**src/bus_host_defs.svh**
```systemverilog
// Constants for the external bus host controller.
`ifndef BUS_HOST_DEFS_SVH
`define BUS_HOST_DEFS_SVH
// ----------------------------------------------------------------------------
// Register offsets
// ----------------------------------------------------------------------------
`define REG_CTRL       12'h000
`define REG_ADDR       12'h004
`define REG_WDATA      12'h008
`define REG_RDATA      12'h00C
`define REG_STATUS     12'h010
`define REG_PORTB      12'h014
// ----------------------------------------------------------------------------
// Control fields
// ----------------------------------------------------------------------------
`define CTRL_MODE_LSB  0
`define CTRL_MODE_MSB  1
`define CTRL_ALE_POL   2
`define CTRL_CS_ACT    3
`define CTRL_HBE_N     4
`define CTRL_RESET     32'h0000_0000
// ----------------------------------------------------------------------------
// Timing: each bus phase lasts this many pclk cycles, the address phase one cycle more
// ----------------------------------------------------------------------------
`define PHASE_NS       200
`define CLK_NS         100
`define PHASE_CYCLES   ((`PHASE_NS + `CLK_NS - 1) / `CLK_NS)
`endif

```
**src/bus_host_pkg.sv**
```systemverilog
// Types for the external bus host controller.
package bus_host_pkg;
    typedef enum logic [1:0] {
        MODE_MUX8    = 2'h0,
        MODE_MUX16   = 2'h1,
        MODE_NMUX8   = 2'h2,
        MODE_NMUX16  = 2'h3
    } bus_mode_e;
    typedef enum logic [4:0] {
        ST_IDLE  = 5'h01,
        ST_ADDR  = 5'h02,
        ST_LATCH = 5'h04,
        ST_DATA  = 5'h08,
        ST_DONE  = 5'h10
    } cycle_state_e;
endpackage

```
**src/bus_host.sv**
```systemverilog
// External bus host: drives a programmable peripheral through its bus pins.
//
// The register offsets and the APB slave port are this design's own decisions.
`timescale 1ns/1ps
`include "bus_host_defs.svh"
module bus_host
    import bus_host_pkg::*;
(
    input  wire logic        pclk,
    input  wire logic        presetn,
    input  wire logic        psel,
    input  wire logic        penable,
    input  wire logic        pwrite,
    input  wire logic [11:0] paddr,
    input  wire logic [31:0] pwdata,
    output logic      [31:0] prdata,
    output logic             pready,
    output logic             pslverr,
    output logic      [7:0]  low_lines_out,
    output logic      [7:0]  low_lines_oe,
    input  wire logic [7:0]  low_lines_in,
    output logic      [7:0]  high_lines_out,
    output logic      [7:0]  high_lines_oe,
    input  wire logic [7:0]  high_lines_in,
    output logic      [7:0]  first_port_out,
    output logic      [7:0]  first_port_oe,
    input  wire logic [7:0]  first_port_in,
    output logic      [7:0]  second_port_out,
    output logic      [7:0]  second_port_oe,
    input  wire logic [7:0]  second_port_in,
    output logic      [2:0]  third_port_pins,
    output logic             bit19_or_select_input,
    output logic             address_latch_strobe,
    output logic             high_byte_enable_n,
    output logic             read_n,
    output logic             write_n
);
    // ------------------------------------------------------------------------
    // Register state
    // ------------------------------------------------------------------------
    logic [31:0]  ctrl_reg;
    logic [19:0]  addr_reg;
    logic [15:0]  wdata_reg;
    logic [15:0]  rdata_reg;
    logic         busy_reg;
    logic         go_reg;
    logic         dir_rd_reg;
    cycle_state_e state_reg;
    logic [15:0]  bus_in_s1_reg;
    logic [15:0]  bus_in_s2_reg;
    logic [15:0]  data_in_s1_reg;
    logic [15:0]  data_in_s2_reg;
    logic         tick;

    // ------------------------------------------------------------------------
    // Decode
    // ------------------------------------------------------------------------
    wire bus_mode_e mode     = bus_mode_e'(ctrl_reg[`CTRL_MODE_MSB:`CTRL_MODE_LSB]);
    wire logic      muxed    = (mode == MODE_MUX8) || (mode == MODE_MUX16);
    wire logic      wide     = (mode == MODE_MUX16) || (mode == MODE_NMUX16);
    wire logic      ale_pol  = ctrl_reg[`CTRL_ALE_POL];
    wire logic      hbe_n    = ctrl_reg[`CTRL_HBE_N];
    wire logic      acc      = psel && penable;
    wire logic      wr_acc   = acc && pwrite;
    wire logic      sel_ctrl = (paddr == `REG_CTRL);
    wire logic      sel_addr = (paddr == `REG_ADDR);
    wire logic      sel_wdat = (paddr == `REG_WDATA);
    wire logic      sel_rdat = (paddr == `REG_RDATA);
    wire logic      sel_stat = (paddr == `REG_STATUS);
    wire logic      sel_pb   = (paddr == `REG_PORTB);
    wire logic      mapped   = sel_ctrl | sel_addr | sel_wdat | sel_rdat | sel_stat | sel_pb;
    wire logic      start    = wr_acc && sel_addr && !busy_reg;
    wire logic [31:0] rd_mux = sel_ctrl ? ctrl_reg :
                               sel_addr ? {12'h000, addr_reg} :
                               sel_wdat ? {16'h0000, wdata_reg} :
                               sel_rdat ? {16'h0000, rdata_reg} :
                               sel_stat ? {31'h0000_0000, busy_reg} :
                               sel_pb   ? {24'h00_0000, data_in_s2_reg[15:8]} : 32'h0000_0000;
    // Captured data: mux modes read shared lines, non-mux read the ports.
    wire logic [15:0] cap    = muxed ? bus_in_s2_reg : data_in_s2_reg;
    wire logic        drv_wr = (state_reg == ST_DATA) && !dir_rd_reg;

    // ------------------------------------------------------------------------
    // APB slave: one wait-free access, writes take effect at the access edge
    // ------------------------------------------------------------------------
    always_ff @(posedge pclk or negedge presetn) begin
        if (!presetn) begin
            ctrl_reg   <= `CTRL_RESET;
            addr_reg   <= 20'h00000;
            wdata_reg  <= 16'h0000;
            dir_rd_reg <= 1'b0;
            go_reg     <= 1'b0;
            prdata     <= 32'h0000_0000;
            pready     <= 1'b0;
            pslverr    <= 1'b0;
        end else begin
            pready  <= psel && !penable;
            pslverr <= psel && !penable && !mapped;
            prdata  <= rd_mux;
            go_reg  <= start;
            if (wr_acc && sel_ctrl && !busy_reg) ctrl_reg <= pwdata;
            if (wr_acc && sel_wdat) wdata_reg <= pwdata[15:0];
            if (start) begin
                addr_reg   <= pwdata[19:0];
                dir_rd_reg <= pwdata[31];
            end
        end
    end

    // ------------------------------------------------------------------------
    // Input synchronisers for the pins that the device drives
    // ------------------------------------------------------------------------
    always_ff @(posedge pclk or negedge presetn) begin
        if (!presetn) begin
            bus_in_s1_reg  <= 16'h0000;
            bus_in_s2_reg  <= 16'h0000;
            data_in_s1_reg <= 16'h0000;
            data_in_s2_reg <= 16'h0000;
        end else begin
            bus_in_s1_reg  <= {high_lines_in, low_lines_in};
            bus_in_s2_reg  <= bus_in_s1_reg;
            data_in_s1_reg <= {second_port_in, first_port_in};
            data_in_s2_reg <= data_in_s1_reg;
        end
    end

    phase_timer #(
        .COUNT (`PHASE_CYCLES)
    ) u_timer (
        .pclk    (pclk),
        .presetn (presetn),
        .run     (busy_reg && !go_reg),
        .tick    (tick)
    );

    // ------------------------------------------------------------------------
    // Bus cycle sequencer
    // ------------------------------------------------------------------------
    always_ff @(posedge pclk or negedge presetn) begin
        if (!presetn) begin
            state_reg <= ST_IDLE;
            busy_reg  <= 1'b0;
            rdata_reg <= 16'h0000;
        end else begin
            unique case (state_reg)
                ST_IDLE: if (go_reg) begin
                    state_reg <= ST_ADDR;
                    busy_reg  <= 1'b1;
                end
                ST_ADDR:  if (tick) state_reg <= ST_LATCH;
                ST_LATCH: if (tick) state_reg <= ST_DATA;
                ST_DATA:  if (tick) state_reg <= ST_DONE;
                ST_DONE: if (tick) begin
                    state_reg <= ST_IDLE;
                    busy_reg  <= 1'b0;
                    // The synchroniser runs two cycles behind the pins, so what it shows now was seen
                    // while the read strobe was still low; taken one cycle earlier it would show the lines as they were before the strobe fell.
                    if (dir_rd_reg) rdata_reg <= wide && !hbe_n ? cap : {8'h00, cap[7:0]};
                end
                default: state_reg <= ST_IDLE;
            endcase
        end
    end

    // ------------------------------------------------------------------------
    // Pin drivers
    // ------------------------------------------------------------------------
    wire logic in_addr  = (state_reg == ST_ADDR) || (state_reg == ST_LATCH);
    wire logic in_cycle = busy_reg && (state_reg != ST_IDLE);
    wire logic hi_data  = muxed && wide;
    always_ff @(posedge pclk or negedge presetn) begin
        if (!presetn) begin
            low_lines_out         <= 8'h00;
            low_lines_oe          <= 8'h00;
            high_lines_out        <= 8'h00;
            high_lines_oe         <= 8'h00;
            first_port_out        <= 8'h00;
            first_port_oe         <= 8'h00;
            second_port_out       <= 8'h00;
            second_port_oe        <= 8'h00;
            third_port_pins       <= 3'h0;
            bit19_or_select_input <= 1'b1;
            address_latch_strobe  <= 1'b0;
            high_byte_enable_n    <= 1'b1;
            read_n                <= 1'b1;
            write_n               <= 1'b1;
        end else begin
            // Strobe active only in the address phase; the address stays through its trailing edge.
            address_latch_strobe <= (state_reg == ST_ADDR) ? ale_pol : ~ale_pol;
            // The third port is only ever an address input here; its single-term outputs stay unused.
            third_port_pins      <= addr_reg[18:16];
            bit19_or_select_input <= ctrl_reg[`CTRL_CS_ACT] ? ~in_cycle : addr_reg[19];
            high_byte_enable_n   <= in_cycle ? hbe_n : 1'b1;
            read_n               <= !((state_reg == ST_DATA) && dir_rd_reg);
            write_n              <= !drv_wr;
            if (muxed) begin
                // Address out then data (writes) or release (reads) on shared lines.
                low_lines_out  <= in_addr ? addr_reg[7:0] : wdata_reg[7:0];
                low_lines_oe   <= (in_addr || drv_wr) ? 8'hFF : 8'h00;
                high_lines_out <= (in_addr || !hi_data) ? addr_reg[15:8] : wdata_reg[15:8];
                high_lines_oe  <= (in_addr || !hi_data || drv_wr) ? 8'hFF : 8'h00;
                first_port_oe  <= 8'h00;
            end else begin
                low_lines_out  <= addr_reg[7:0];
                low_lines_oe   <= 8'hFF;
                high_lines_out <= addr_reg[15:8];
                high_lines_oe  <= 8'hFF;
                first_port_out <= wdata_reg[7:0];
                first_port_oe  <= drv_wr ? 8'hFF : 8'h00;
            end
            if (mode == MODE_NMUX16) begin
                second_port_out <= wdata_reg[15:8];
                second_port_oe  <= (drv_wr && !hbe_n) ? 8'hFF : 8'h00;
            end else begin
                second_port_oe  <= 8'h00;
            end
        end
    end
endmodule // bus_host

```
**src/phase_timer.sv**
```systemverilog
// Phase timer: one-cycle enable pulse every given number of clocks.
`timescale 1ns/1ps
module phase_timer #(
    parameter int unsigned COUNT = 2
) (
    input  wire logic pclk,
    input  wire logic presetn,
    input  wire logic run,
    output logic      tick
);
    logic [7:0] cnt_reg;
    wire  [7:0] last = 8'(COUNT - 1);
    always_ff @(posedge pclk or negedge presetn) begin
        if (!presetn) begin
            cnt_reg <= 8'h00;
            tick    <= 1'b0;
        end else if (!run) begin
            cnt_reg <= 8'h00;
            tick    <= 1'b0;
        end else begin
            tick    <= (cnt_reg == last);
            cnt_reg <= (cnt_reg == last) ? 8'h00 : cnt_reg + 8'h01;
        end
    end
endmodule // phase_timer

```
**config.mk**
```make
export PLATFORM = sky130hd
export DESIGN_NAME = bus_host
export DESIGN_NICKNAME = d
export VERILOG_FILES = /design/src/bus_host_pkg.sv /design/src/bus_host.sv /design/src/phase_timer.sv
export VERILOG_INCLUDE_DIRS = /design/src
export SDC_FILE = /design/constraint.sdc
export NUM_CORES = 1
export LEC_CHECK = 0
export BUFFER_PORTS_ARGS = -buffer_cell sky130_fd_sc_hd__buf_2
export CAP_MARGIN = 10
export CORE_ASPECT_RATIO = 0.8
export CORE_UTILIZATION = 49
export CTS_CLUSTER_DIAMETER = 60
export DETAILED_ROUTE_END_ITERATION = 10
export PLACE_DENSITY = 0.84
export SYNTH_ARGS = -nofsm -noshare
export SYNTH_HDL_FRONTEND = slang
export SYNTH_HIERARCHICAL = 1
export SYNTH_SLANG_ARGS = --single-unit
```
**constraint.sdc**
```tcl
create_clock -name pclk -period 1.6 [get_ports pclk]
set_input_delay 0.08 -clock pclk [delete_from_list [all_inputs] [get_ports pclk]]
set_output_delay 0.08 -clock pclk [all_outputs]
set_load 0.02 [all_outputs]
```
==> flow_summary.json <==
{
  "status": "finished, violations left",
  "violations": "negative setup slack",
  "power_density_mw_per_mm2": 1080,
  "gp_congestion": 0.839,
  "grt_pass1_vias": 6282,
  "min_period_over_period": 1.03,
  "syn_to_final_growth_pct": 30.3,
  "period_minus_slack_ps": 1640,
  "ioPinCount": 187,
  "maxSlewHeadroom": 0.599,
  "tritoncts": "done",
  "skew_ps": 16.2,
  "finalWirelength_um": 21300,
  "rsz0062_at_grt": "yes",
  "hpwlAfterDp_um": 13800,
  "drv_cap": 0,
  "vias": 6016,
  "synth_top_cell_by_area": "dfrtp_1",
  "hp-class": "in -> reg",
  "layout-drive-gt1-share": 0.443,
  "peakVddDrop_uv": 865,
  "worstSetupPathType": "reg -> reg",
  "cts_sinks": 243,
  "wl_per_cell_um": 18.3,
  "n_fill_cell": 1329,
  "power_leakage_nw": 6.15,
  "avgViaCountPerCell": 5.16,
  "remaining_drc_errors": 0,
  "crit_path_top_delay_cell": "or4b_4",
  "grt_start_max_net_pins": 73,
  "cp-end-kind": "flip-flop",
  "yosysSeqAreaShare": 0.653,
  "worstPathRequired_ps": 1980,
  "port-buffer-count": 186,
  "cp-start-kind": "flip-flop",
  "cpLargestDelayFamily": "simple AND/OR/NAND/NOR gates",
  "synth_edf_count": 0,
  "diodes": 0,
  "syn_avg_cell_area_um2": 14.6,
  "core_mm2": 0.0184,
  "num_rows": 44,
  "clockRootBuffer": "clkbuf_16",
  "grtUsageTotal": 0.228,
  "first_pass_iters": 5,
  "overflow": 0,
  "tightest_slew_ps": 601,
  "synth_nets": 720,
  "synth_cell_types": 49,
  "maxSlewViolCount": 0,
  "path_cells": "inv_1, ha_2, or4b_4, o41ai_4, buf_6, a21oi_1",
  "pre_cts_ws_ps": -255,
  "clk_latency_ps": 510,
  "dp.cells": 1054,
  "critPathArrivalTime_ps": 2020,
  "start_util": 0.507,
  "cp_max_fo": 8,
  "grt_pass1_wl_um": 34000,
  "die_x_um": 156,
  "drt_iter0_drc": 335,
  "synth_top_area_frac": 0.639,
  "antenna_found_initial": 1,
  "netlist_instances": 637,
  "syn-cell-area_mm2": 0.00932,
  "clk_pin_slew_ps": 60,
  "cp_num_buf_inv": 2,
  "layout.nets": 978,
  "clockBufferDepth": 3,
  "design.die.area_mm2": 0.0196,
  "ys_ff_latch": 243,
  "synth_area_leaders": "dfrtp_1 (64%), mux2_2 (12%), buf_4 (2.7%)",
  "fp.dieH_um": 125,
  "ys_warn_count": 6,
  "drtAntennaViolNets": 0,
  "cts_made_buffers": 23,
  "worst_slack_ps": -44.1,
  "h-tree-depth": 1,
  "clock.fmax_ghz": 0.608,
  "ys.flop_type": "dfrtp_1",
  "cp_slowest_stage_delay_ps": 480,
  "finalHoldViolCount": 0,
  "async_reset_ff_frac": 1.00,
  "layout.cells.non_filler": 1165,
  "setup_viol": 8
}
==> synth_stat cells (6+ instances only) <==
| library cell | instances |
|---|---|
| dfrtp_1 | 238 |
| mux2_2 | 96 |
| buf_4 | 33 |
| nand2_1 | 26 |
| mux2i_1 | 23 |
| o21ai_0 | 23 |
| clkbuf_1 | 18 |
| nor2_1 | 15 |
| and2_1 | 14 |
| nor3_1 | 13 |
| nor2b_1 | 12 |
| mux2_4 | 10 |
| nand3_1 | 10 |
| mux4_2 | 9 |
| a21oi_1 | 8 |
| o31ai_1 | 8 |
| nand3b_1 | 7 |
| a32oi_1 | 6 |
| buf_2 | 6 |
==> layout make-up <==
cell class,count,area (µm²),area share
inverters,5,18.8,0.00155
clock inverters,11,174,0.0143
flip-flops and latches,243,6090,0.501
clock buffers,31,656,0.0540
multi-input cells,326,2860,0.236
well taps,253,317,0.0261
repair buffers,296,2030,0.167
==> worst min-delay path, delay by kind of cell <==
family,cells,cell delay (ps)
buffers and inverters,2,220
and+or+nand+nor,3,200
==> final timing paths <==
kind	slack (ps)	cells past startpoint	end	start
worst max-delay path	-40	6	u_timer/cnt_reg[6]$_DFF_PN0_	u_timer/cnt_reg[1]$_DFF_PN0_
worst min-delay path	40	5	prdata[4]$_DFF_PN0_	paddr[10]
worst max register to register	-40	6	u_timer/cnt_reg[6]$_DFF_PN0_	u_timer/cnt_reg[1]$_DFF_PN0_
worst min register to register	350	0	data_in_s2_reg[5]$_DFF_PN0_	data_in_s1_reg[5]$_DFF_PN0_
max in group asynchronous	820	3	prdata[21]$_DFF_PN0_	presetn
min in group asynchronous	50	2	bus_in_s1_reg[0]$_DFF_PN0_	presetn
==> through the flow <==
stage          area [µm²]  total power, mW  hold slack (ps)  setup TNS [ps]  utilization
6_report            12100             13.1             36.0            -178        0.660
5_1_grt             12100             13.6             39.5            -610        0.660
3_3_place_gp        10600             7.23             5.77          -13280        0.576
4_1_cts             12100             13.2             3.75            -242        0.658
3_5_place_dp        10600             7.26             8.25          -16390        0.576
2_1_floorplan        9350             6.82             -216           -2570            -
==> what timing repair did <==
| action | CTS | global route |
|---|---|---|
| endpoints found under the hold margin | 343 | 0 |
| setup endpoints to repair | 17 | 38 |
| pin swaps | 1 | 3 |
| hold buffers | 68 | 0 |
| resized for setup | 2 | 8 |
| buffers inserted | 0 | 1 |
==> kinds of logic (layout without fill, tap and decap cells) <==
logic type,count (synthesis),count (layout),share of synthesized area
flops,243,243,0.653
mux,138,138,0.179
simple gates,120,120,0.0730
buf+inv,68,343,0.0440
compound gates,60,60,0.0431
xor+xnor,6,6,0.00564
fa+ha+maj,2,2,0.00268
==> where the power goes <==
part	switching (mW)	internal, mW
combinational	0.430	0.443
clock	2.30	3.54
sequential	0.135	6.30
total	2.86	10.3
==> metal layers <==
metal	share of wire	global-route usage
met5	0	0
met4	0.013	0.0513
met3	0.066	0.0468
met2	0.49	0.378
met1	0.43	0.310
==> cell usage in the layout, fill, tap and decap left out, types with 12 or more instances in the layout <==
cell,instances
nor2_1,14
o21ai_0,23
nand2_1,26
mux2i_1,23
buf_2,185
buf_4,34
mux2_2,96
dlygate4sd3_1,68
clkbuf_16,23
dfrtp_1,238
nor2b_1,12
and2_1,13
Note: power is estimated with default switching activity, not from simulation.
